File: config.mk
export PLATFORM = sky130hd
export DESIGN_NAME = arts_timer
export DESIGN_NICKNAME = d
export VERILOG_FILES = /design/src/logic/arts_pkg.sv /design/src/logic/arts_edge_sync.sv /design/src/logic/arts_timer.sv
export SDC_FILE = /design/constraint.sdc
export NUM_CORES = 1
export LEC_CHECK = 0
export ABC_AREA = 1
export BUFFER_PORTS_ARGS = -buffer_cell sky130_fd_sc_hd__buf_4
export CELL_PAD_IN_SITES_DETAIL_PLACEMENT = 1
export CELL_PAD_IN_SITES_GLOBAL_PLACEMENT = 2
export CORE_MARGIN = 3
export CORE_UTILIZATION = 35
export DETAILED_ROUTE_END_ITERATION = 10
export PLACE_DENSITY_LB_ADDON = 0.1
export SYNTH_ARGS = -nofsm -noshare
export SYNTH_HDL_FRONTEND = slang
export SYNTH_SLANG_ARGS = --single-unit
File: constraint.sdc
create_clock -name clk -period 1.8 [get_ports clk]
set_input_delay 0.09 -clock clk [delete_from_list [all_inputs] [get_ports clk]]
set_output_delay 0.09 -clock clk [all_outputs]
set_load 0.02 [all_outputs]
File: src/logic/arts_pkg.sv
// package for the auto-reload timer with capture: register map, field
// positions, reset values and the shared bus structs.
// assumes a single core clock domain; the core drives the register port.
package arts_pkg;

    // ========================================================================
    // register offsets on the special-function register port
    localparam logic [7:0] ARTS_ADDR_CTRL = 8'h91;
    localparam logic [7:0] ARTS_ADDR_RLD_LO = 8'h92;
    localparam logic [7:0] ARTS_ADDR_RLD_HI = 8'h93;
    localparam logic [7:0] ARTS_ADDR_CNT_LO = 8'h94;
    localparam logic [7:0] ARTS_ADDR_CNT_HI = 8'h95;

    // ========================================================================
    // control register field positions
    localparam int ARTS_BIT_HOVF = 7;
    localparam int ARTS_BIT_LOVF = 6;
    localparam int ARTS_BIT_LIEN = 5;
    localparam int ARTS_BIT_CAPEN = 4;
    localparam int ARTS_BIT_SPLIT = 3;
    localparam int ARTS_BIT_RUN = 2;
    localparam int ARTS_BIT_CAPSRC = 1;
    localparam int ARTS_BIT_XCLK = 0;

    // ========================================================================
    // reset values
    localparam logic [7:0] ARTS_RST_CTRL = 8'h00;
    localparam logic [7:0] ARTS_RST_BYTE = 8'h00;

    // ========================================================================
    // timing counts
    localparam int ARTS_DIV_SYS = 12;
    localparam int ARTS_DIV_OSC = 8;
    localparam int ARTS_CAP_EDGES = 8;
    localparam logic [7:0] ARTS_BYTE_MAX = 8'hFF;

    // register port request bundle
    typedef struct packed {
        logic wr;
        logic rd;
        logic [7:0] addr;
        logic [7:0] wdata;
    } arts_req_t;

    // clock-select straps from the clock configuration register
    typedef struct packed {
        logic high_byte_fast_clock_select;
        logic low_byte_fast_clock_select;
    } arts_clksel_t;

endpackage

File: src/logic/arts_edge_sync.sv
// two-flop synchroniser plus rising-edge pulse for one slow clock.
// assumes the input is an unrelated oscillator divided down in its own domain.
`timescale 1ns/1ps
module arts_edge_sync
    import arts_pkg::*;
(
    input wire logic clk,
    input wire logic rst_n,
    input wire logic async_in,
    output logic rise_pulse
);
    logic meta_q, meta_d, sync_q, sync_d, last_q, last_d;

    // ========================================================================
    // first flop feeds only the second one
    always_comb begin
        meta_d = async_in;
        sync_d = meta_q;
        last_d = sync_q;
    end

    always_ff @(posedge clk or negedge rst_n) begin
        if (!rst_n) begin
            meta_q <= 1'b0;
            sync_q <= 1'b0;
            last_q <= 1'b0;
        end else begin
            meta_q <= meta_d;
            sync_q <= sync_d;
            last_q <= last_d;
        end
    end

    assign rise_pulse = sync_q & ~last_q;
endmodule

File: src/logic/arts_timer.sv
// auto-reload timer with capture: 16-bit or split 8-bit counting, capture of
// the count on every eighth edge of an oscillator, register port for the core.
// assumes ext_osc_div8 and rtc_osc_div8 are slow square waves from other
// domains, and the core issues at most one read or write per cycle.
//
// How it works
// - 16-bit wrap reloads and sets high flag
// - control bit 3 picks split mode
// - 16-bit overflow requests interrupt when enabled
// - low-byte wrap interrupts if low enable set
// - split: each byte reloads its own byte
// - run gates all; split gates high only
// - per-byte fast select, else sys/12 or ext/8 or rtc/8
// - external divided clock synchronised before use
// - high and low wraps set their flags
// - split: high overflow, low too if enabled
// - flags cleared only by software writes
// - capture every 8 selected oscillator cycles
// - capture copies count to reload, sets flag
// - control bit 4 enables capture
// - capture source also picks counting oscillator
// - bit 0 selects sys/12 or oscillator
// - count bytes at 0x94/0x95, reset zero
`timescale 1ns/1ps
module arts_timer
    import arts_pkg::*;
(
    input wire logic clk,
    input wire logic rst_n,
    input wire arts_req_t req,
    input wire arts_clksel_t clksel,
    input wire logic irq_enable,
    input wire logic ext_osc_div8,
    input wire logic rtc_osc_div8,
    output logic [7:0] rdata_q,
    output logic irq_q
);
    logic [7:0] ctrl_q, ctrl_d;
    logic [7:0] rld_lo_q, rld_lo_d, rld_hi_q, rld_hi_d;
    logic [7:0] cnt_lo_q, cnt_lo_d, cnt_hi_q, cnt_hi_d;
    logic [3:0] div12_q, div12_d;
    logic [2:0] cap_cnt_q, cap_cnt_d;
    logic [7:0] rdata_d;
    logic irq_d;
    logic ext_tick, rtc_tick, sys12_tick, osc_tick, cap_edge;
    logic tick_lo, tick_hi, run_lo, run_hi, split, wrap_lo, wrap_hi, cap_event;

    // ========================================================================
    // clock sources
    arts_edge_sync u_ext_sync (
        .clk(clk),
        .rst_n(rst_n),
        .async_in(ext_osc_div8),
        .rise_pulse(ext_tick)
    );
    arts_edge_sync u_rtc_sync (
        .clk(clk),
        .rst_n(rst_n),
        .async_in(rtc_osc_div8),
        .rise_pulse(rtc_tick)
    );

    // prescaler and tick selection per byte
    always_comb begin
        div12_d = (div12_q == 4'(ARTS_DIV_SYS - 1)) ? 4'h0 : div12_q + 4'h1;
        sys12_tick = (div12_q == 4'(ARTS_DIV_SYS - 1));
        // oscillator counted when bit 0 is set: capture source inverts it
        osc_tick = ctrl_q[ARTS_BIT_CAPSRC] ? rtc_tick : ext_tick;
        tick_lo = clksel.low_byte_fast_clock_select ? 1'b1 :
                  (ctrl_q[ARTS_BIT_XCLK] ? osc_tick : sys12_tick);
        tick_hi = clksel.high_byte_fast_clock_select ? 1'b1 :
                  (ctrl_q[ARTS_BIT_XCLK] ? osc_tick : sys12_tick);
    end

    // ========================================================================
    // capture divider: eighth edge of the chosen source oscillator
    always_comb begin
        cap_edge = ctrl_q[ARTS_BIT_CAPSRC] ? ext_tick : rtc_tick;
        cap_cnt_d = cap_cnt_q;
        cap_event = 1'b0;
        if (!ctrl_q[ARTS_BIT_CAPEN]) begin
            cap_cnt_d = 3'h0;
        end else if (cap_edge) begin
            cap_cnt_d = cap_cnt_q + 3'h1;
            cap_event = (cap_cnt_q == 3'(ARTS_CAP_EDGES - 1));
        end
    end

    // ========================================================================
    // counter, flags and register writes
    always_comb begin
        split = ctrl_q[ARTS_BIT_SPLIT];
        run_hi = ctrl_q[ARTS_BIT_RUN] & tick_hi;
        run_lo = split ? tick_lo : (ctrl_q[ARTS_BIT_RUN] & tick_lo);
        ctrl_d = ctrl_q;
        rld_lo_d = rld_lo_q;
        rld_hi_d = rld_hi_q;
        cnt_lo_d = cnt_lo_q;
        cnt_hi_d = cnt_hi_q;
        wrap_lo = 1'b0;
        wrap_hi = 1'b0;
        // software writes first so hardware sets below win the same cycle
        if (req.wr) begin
            case (req.addr)
                ARTS_ADDR_CTRL: ctrl_d = req.wdata;
                ARTS_ADDR_RLD_LO: rld_lo_d = req.wdata;
                ARTS_ADDR_RLD_HI: rld_hi_d = req.wdata;
                ARTS_ADDR_CNT_LO: cnt_lo_d = req.wdata;
                ARTS_ADDR_CNT_HI: cnt_hi_d = req.wdata;
                default: ;
            endcase
        end else if (split) begin
            if (run_lo) begin
                wrap_lo = (cnt_lo_q == ARTS_BYTE_MAX);
                cnt_lo_d = wrap_lo ? rld_lo_q : cnt_lo_q + 8'h01;
            end
            if (run_hi) begin
                wrap_hi = (cnt_hi_q == ARTS_BYTE_MAX);
                cnt_hi_d = wrap_hi ? rld_hi_q : cnt_hi_q + 8'h01;
            end
        end else if (run_lo) begin
            // 16-bit mode: whole count advances on the low byte clock
            wrap_lo = (cnt_lo_q == ARTS_BYTE_MAX);
            wrap_hi = wrap_lo && (cnt_hi_q == ARTS_BYTE_MAX);
            if (wrap_hi) begin
                cnt_lo_d = rld_lo_q;
                cnt_hi_d = rld_hi_q;
            end else begin
                {cnt_hi_d, cnt_lo_d} = {cnt_hi_q, cnt_lo_q} + 16'h0001;
            end
        end
        if (cap_event) begin
            rld_lo_d = cnt_lo_q;
            rld_hi_d = cnt_hi_q;
        end
        if (wrap_hi || cap_event) begin
            ctrl_d[ARTS_BIT_HOVF] = 1'b1;
        end
        if (wrap_lo) begin
            ctrl_d[ARTS_BIT_LOVF] = 1'b1;
        end
    end

    // ========================================================================
    // read data and interrupt, both registered
    always_comb begin
        case (req.addr)
            ARTS_ADDR_CTRL: rdata_d = ctrl_q;
            ARTS_ADDR_RLD_LO: rdata_d = rld_lo_q;
            ARTS_ADDR_RLD_HI: rdata_d = rld_hi_q;
            ARTS_ADDR_CNT_LO: rdata_d = cnt_lo_q;
            ARTS_ADDR_CNT_HI: rdata_d = cnt_hi_q;
            default: rdata_d = 8'h00;
        endcase
        if (!req.rd) begin
            rdata_d = rdata_q;
        end
        // same rule in both modes: high always, low only with its enable
        irq_d = irq_enable & (ctrl_q[ARTS_BIT_HOVF] |
                (ctrl_q[ARTS_BIT_LIEN] & ctrl_q[ARTS_BIT_LOVF]));
    end

    always_ff @(posedge clk or negedge rst_n) begin
        if (!rst_n) begin
            ctrl_q <= ARTS_RST_CTRL;
            rld_lo_q <= ARTS_RST_BYTE;
            rld_hi_q <= ARTS_RST_BYTE;
            cnt_lo_q <= ARTS_RST_BYTE;
            cnt_hi_q <= ARTS_RST_BYTE;
            div12_q <= 4'h0;
            cap_cnt_q <= 3'h0;
            rdata_q <= 8'h00;
            irq_q <= 1'b0;
        end else begin
            ctrl_q <= ctrl_d;
            rld_lo_q <= rld_lo_d;
            rld_hi_q <= rld_hi_d;
            cnt_lo_q <= cnt_lo_d;
            cnt_hi_q <= cnt_hi_d;
            div12_q <= div12_d;
            cap_cnt_q <= cap_cnt_d;
            rdata_q <= rdata_d;
            irq_q <= irq_d;
        end
    end
endmodule

# Yosys cells after proc, flatten, opt, wreduce, memory -nomap -nowiden
# Index checks and enable logic that the tools add are counted.
# Widths: inputs -> output; s select.
[totals]
output_inout_bits = 9
reg_bits = 62
word_cells = 104
inputBits = 25
[classes]
bitwise = 9
n_addsub = 5
n_reduce_logical = 18
muxes = 42
n_eq_ne = 13
[op_table]
columns = ["operator", "n"]
rows = [
  ["$mux 8", 22],
  ["$eq 8x8->1 const B", 7],
  ["$pmux 8 s5", 1],
  ["$add 16x1->16 const B", 1],
  ["$add 8x1->8 const B", 2],
  ["$mux 1", 16],
  ["$reduce_bool 2->1", 8],
  ["$reduce_and 2->1", 6],
  ["$and 1x1->1", 6],
  ["$mux 3", 2],
  ["$ne 2x1->1 const B", 3],
  ["$add 4x1->4 const B", 1],
  ["$eq 4x4->1 const B", 1],
  ["$mux 4", 1],
  ["$add 3x1->3 const B", 1],
  ["$eq 3x3->1 const B", 1],
  ["$ne 3x2->1 const B", 1],
  ["$reduce_and 3->1", 1],
  ["$reduce_bool 3->1", 1],
  ["$not 1->1", 2],
  ["$logic_and 1x1->1", 1],
  ["$logic_or 1x1->1", 1],
  ["$or 1x1->1", 1],
]

# Logic depth before layout (Yosys ltp)
[depth]
depth_word = 13
mapped_depth = 13
mapped_depth_nobuf = 12

# By module
# Synthesis repeated with hierarchy kept, for this count alone.
[unflattened]
cells_unflattened = 601
area_unflattened_um2 = 4174.0
[by_module_without_submodules]
columns = ["mod", "seq_area_each_um2", "instances", "area_each_um2", "cells_each"]
rows = [
  ["arts_timer", 1401.3, 1, 4003.8, 591],
  ["arts_edge_sync", 75.1, 2, 85.1, 5],
]

# Worst setup path before layout
# OpenSTA, ideal clock, no wires.
[synth_path]
path_type = "register to register"
startpoint = "register cnt_lo_q[0]"
endpoint = "register cnt_lo_q[4]"
n_path_buf = 0
stages_incl_launch_ff = 11
required_ps = 1684
synth_period_minus_slack_ps = 1674
path_slack_ps = 126
arrival_ps = 1557
setup_ps = 116
cell_sequence = "dfrtp_1 > ha_1 > nand2_1 > nor2_2 > nand4_4 > nor2_8 > nor2_2 > o21ai_0 > nand3_1 > nand2_1 > nand2_1"
[synth_between]
elab_chain_len = 6
elab_cells_between_ends = 10
classes_between = "2 x add/sub; 1 x eq/ne; 6 x mux; 1 x reduce/logical"
[synth_lines]
columns = ["element", "line_no", "text"]
rows = [
  ["start: declaration", "arts_timer.sv:40", "logic [7:0] cnt_lo_q, cnt_lo_d, cnt_hi_q, cnt_hi_d;"],
  ["start signal: assignment", "arts_timer.sv:178", "cnt_lo_q <= cnt_lo_d;"],
  ["branches (longest 4 deep; another with $add 16x1->16)", "-", ""],
  ["$mux 8 *", "arts_timer.sv:112", "end else if (split) begin"],
  ["$mux 8 *", "arts_timer.sv:103", "if (req.wr) begin"],
]
# Every way passes the cells marked *. The select of a mux whose other input is x is not followed.
# A chain may end at the register's enable or synchronous reset.

# Worst setup path after layout
[layout_path]
startpoint = "register cnt_hi_q[1]"
endpoint = "register cnt_lo_q[7]"
[layout_between]
elab_chain_len = 6
[layout_lines]
columns = ["element", "line_no", "text"]
rows = [
  ["start: declaration", "arts_timer.sv:40", ""],
  ["start signal: assignment", "arts_timer.sv:179", "cnt_hi_q <= cnt_hi_d;"],
  ["$eq 8x8->1", "arts_timer.sv:124", "wrap_hi = wrap_lo && (cnt_hi_q == ARTS_BYTE_MAX);"],
  ["$logic_and 1x1->1", "arts_timer.sv:124", ""],
  ["$mux 8", "arts_timer.sv:125", "if (wrap_hi) begin"],
  ["$mux 8", "arts_timer.sv:121", "end else if (run_lo) begin"],
  ["$mux 8", "arts_timer.sv:112", ""],
  ["$mux 8", "arts_timer.sv:103", ""],
]
# No other way between the ends. The select of a mux whose other input is x is not followed.

==> impl_metrics.toml <==
[status]
status = "completed"

[cells_and_area]
seqCellArea_um2 = 1553
fin_area_um2 = 5159
areaGrowthSynthToFinish_pct = 31.47
post-route-util_pct = 47.38
diodes = 0
layout-drive-gt1-share_pct = 26.07
fin_nets = 658
multi_input_area_um2 = 2233
finalNonFillerCells = 773
nFillCells = 1364

[floorplan]
initial_utilization_pct = 36.04
io_pins = 34
fp.dieW_um = 111.9
die_y_um = 111.9
rows = 38
dieArea_um2 = 12520
coreArea_um2 = 10890

[route]
drc_errors = 0
vias = 4095
wl_per_cell_um = 19.07
finalWirelength_mm = 14.74
drt-initial-drc-count = 319
first_pass_iters = 5
ant_nets = 0
vias_per_cell = 5.298

[synthesis]
synth-edff-count = 0
async_flop_share_pct = 100.0
yosysTopAreaCell = "dfrtp_1"
synth_most_common_cell = "nand2_1"
synthTopCellsByCount = "177 x nand2_1, 62 x dfrtp_1, 60 x nand3_1"
synth_nets = 565
ys_ff_latch = 62
netlist_top_cells_area = "dfrtp_1 40%, nand2_1 17%, nand3_1 7.7%, nor2_1 5.3%, inv_1 4.7%"
yosysSeqAreaShare_pct = 39.54
synth_top_area_share_pct = 39.54
syn_area_um2 = 3924
ys_warn_count = 0
netlist_instances = 535
syn-mean-instance-area_um2 = 7.334
synthFlopType = "dfrtp_1"
synth_cell_types = 35

[min_path]
hold_class = "primary input to register"
hp-start = "req[0]"
min_to = "ctrl_q[0]$_DFFE_PN0P_"
min_path_cells = 2

[placement]
port_buffers = 33
placed_cell_area_um2 = 4627
hpwl_mm = 11.68
gp_congestion = 0.9057
dp_cells = 742

[sta]
period_needed_ps = 1722
whs_ps = 16.00
fin_crit_sh_pct = 95.67
tightestPinTransition_ps = 433.6
slew_headroom_pct = 71.06
fmax_ghz = 0.5807
clock-skew-final_ps = 11.38
rsz0062_at_grt = "true"
slew_violations = 0
hold_violations = 0
setup_violations = 0

[worst_setup_path]
path_delay_family = "simple AND/OR/NAND/NOR gates"
rr_startpoint = "cnt_hi_q[1]$_DFFE_PN0P_"
cp.arrival_ps = 2000
crit_chain = "ha_4 > nand3_4 > nor2_8 > nand3_4 > nor2_8 > nand2_2 > o21ai_4 > nand2_1 > nand3_1 > nand2_1 > nand2_1"
path_max_fanout = 6
r2r-end = "cnt_lo_q[7]$_DFFE_PN0P_"
cp.buffers_inverters = 0
crit_top_cell = "nand2_1"
slowest_delay_ps = 410
r2r_cells = 11
setup.worst_path.end_class = "register"
required_ps = 2080
critical_path_class = "register to register"
cp-start-kind = "register"
worst_path_max_delay_cell = "dfrtp_1"
r2r_slack_ps = 80

[pwr]
p_leak_nw = 2.599
peakVddDrop_v = 0.0004825
p_total_w = 0.004639
powerDensity_nw_per_um2 = 899.2

[clock_tree]
tritoncts = "built"
clkTransAtPathRegs_ps = 70
cts.sinks = 62
cts_made_buffers = 9
root_buffer = "clkbuf_8"
cts_buffer_depth = 2
clk-insertion-delay-late_ps = 350
htreeDepth = 3

[global_route]
antenna_found_initial = 0
gr-total-overflow = 0
grt_max_degree = 28
track_usage_pct = 24.38
grt_pass1_wl_mm = 23.54
grt_pass1_vias = 4218

[job]
drv_cap = 0
==> power by group <==
| group | internal, W | total, W | switching, W |
|---|---|---|---|
| Clock | 0.000925 | 0.00154 | 0.000616 |
| Sequential | 0.00156 | 0.00178 | 0.000214 |
| Combinational | 0.000544 | 0.00132 | 0.000777 |
| Total | 0.00303 | 0.00464 | 0.00161 |
==> placed cells by master, fill, tap and decap left out, types with 2 or more instances in the layout <==
| cell type | Yosys | layout |
|---|---|---|
| a21oi_1 | 8 | 8 |
| a22o_1 | 2 | 2 |
| a31oi_1 | 2 | 2 |
| buf_4 | 4 | 85 |
| buf_6 | 1 | 2 |
| bufinv_16 | 0 | 3 |
| clkbuf_8 | 0 | 9 |
| clkinv_2 | 0 | 2 |
| dfrtp_1 | 62 | 61 |
| dlygate4sd3_1 | 0 | 7 |
| ha_1 | 5 | 2 |
| ha_4 | 0 | 2 |
| inv_1 | 49 | 48 |
| inv_2 | 5 | 6 |
| mux2_2 | 6 | 6 |
| nand2_1 | 177 | 167 |
| nand2_2 | 3 | 11 |
| nand2_4 | 0 | 2 |
| nand3_1 | 60 | 54 |
| nand3_2 | 2 | 7 |
| nand3_4 | 2 | 3 |
| nand4_1 | 5 | 5 |
| nor2_1 | 55 | 48 |
| nor2_2 | 3 | 7 |
| nor2_4 | 0 | 3 |
| nor2_8 | 2 | 2 |
| nor3_1 | 4 | 4 |
| nor3_4 | 2 | 2 |
| o211ai_1 | 16 | 16 |
| o21ai_0 | 21 | 13 |
| o21ai_1 | 1 | 9 |
| o221ai_1 | 15 | 15 |
| or2_2 | 3 | 3 |
| xnor2_1 | 2 | 2 |
| xor2_1 | 5 | 5 |
==> layout make-up <==
type | count | share of cell area [%]
clock buffer | 9 | 2.401
clock inverter | 7 | 2.328
tap | 140 | 3.396
inverter | 55 | 4.026
timing repair buffer | 95 | 14.46
multi-input combinational | 405 | 43.29
sequential | 62 | 30.10
==> cells by family (layout without fill, tap and decap cells) <==
| kind of cell | count (synthesis) | count (layout) | share of synthesized area [%] |
|---|---|---|---|
| AND/OR/NAND/NOR | 321 | 321 | 37.25 |
| buffers and inverters | 68 | 166 | 7.111 |
| AO/OA/AOI/OAI | 66 | 66 | 11.22 |
| flip-flops | 62 | 62 | 39.54 |
| XOR/XNOR | 7 | 7 | 1.563 |
| multiplexers | 6 | 6 | 1.722 |
| adder cells (fa/ha/maj) | 5 | 5 | 1.594 |
==> stage by stage <==
step	setup TNS (ps)	setup WS, ps
floorplan	0	126.1
global placement	0	2.559
detailed placement	-1099	-106.4
CTS	0	18.36
global route	-388.5	-88.62
finish	0	77.87
==> how the worst max path moves through the flow <==
stage	start	to	depth (start not counted)
2_1_floorplan	cnt_lo_q[0]$_DFFE_PN0P_	cnt_lo_q[4]$_DFFE_PN0P_	10
3_3_place_gp	div12_q[0]$_DFF_PN0_	cnt_lo_q[5]$_DFFE_PN0P_	11
3_5_place_dp	div12_q[0]$_DFF_PN0_	cnt_lo_q[4]$_DFFE_PN0P_	11
4_1_cts	cnt_lo_q[0]$_DFFE_PN0P_	cnt_hi_q[5]$_DFFE_PN0P_	9
5_1_grt	cnt_lo_q[0]$_DFFE_PN0P_	cnt_hi_q[1]$_DFFE_PN0P_	12
6_report	cnt_hi_q[1]$_DFFE_PN0P_	cnt_lo_q[7]$_DFFE_PN0P_	11
==> registers in the layout (all words and copies together), names as in the netlist <==
name / count
cap_cnt_q: 3
cnt_hi_q: 8
cnt_lo_q: 8
ctrl_q: 8
div12_q: 4
irq_q: 1
rdata_q: 8
rld_hi_q: 8
rld_lo_q: 8
u_ext_sync.last_d: 1
u_ext_sync.last_q: 1
u_ext_sync.meta_q: 1
u_rtc_sync.last_d: 1
u_rtc_sync.last_q: 1
u_rtc_sync.meta_q: 1
==> per-layer routing <==
| layer | track usage [%] | vias up | wire (µm) |
|---|---|---|---|
| li1 | - | 1961 | - |
| met1 | 34.38 | 2017 | 6658 |
| met2 | 39.65 | 100 | 7091 |
| met3 | 2.989 | 17 | 745 |
| met4 | 6.650 | 0 | 244 |
| met5 | 0 | - | 0 |
==> repair_timing <==
action | 4_1_cts | 5_1_grt
pin swaps | 2 | 12
endpoints found under the hold margin | 30 | 0
setup endpoints to repair | 16 | 16
buffers inserted | 2 | 6
resized for setup | 7 | 43
hold buffers | 7 | 0
No activity file was read; power rests on OpenSTA's default activity.
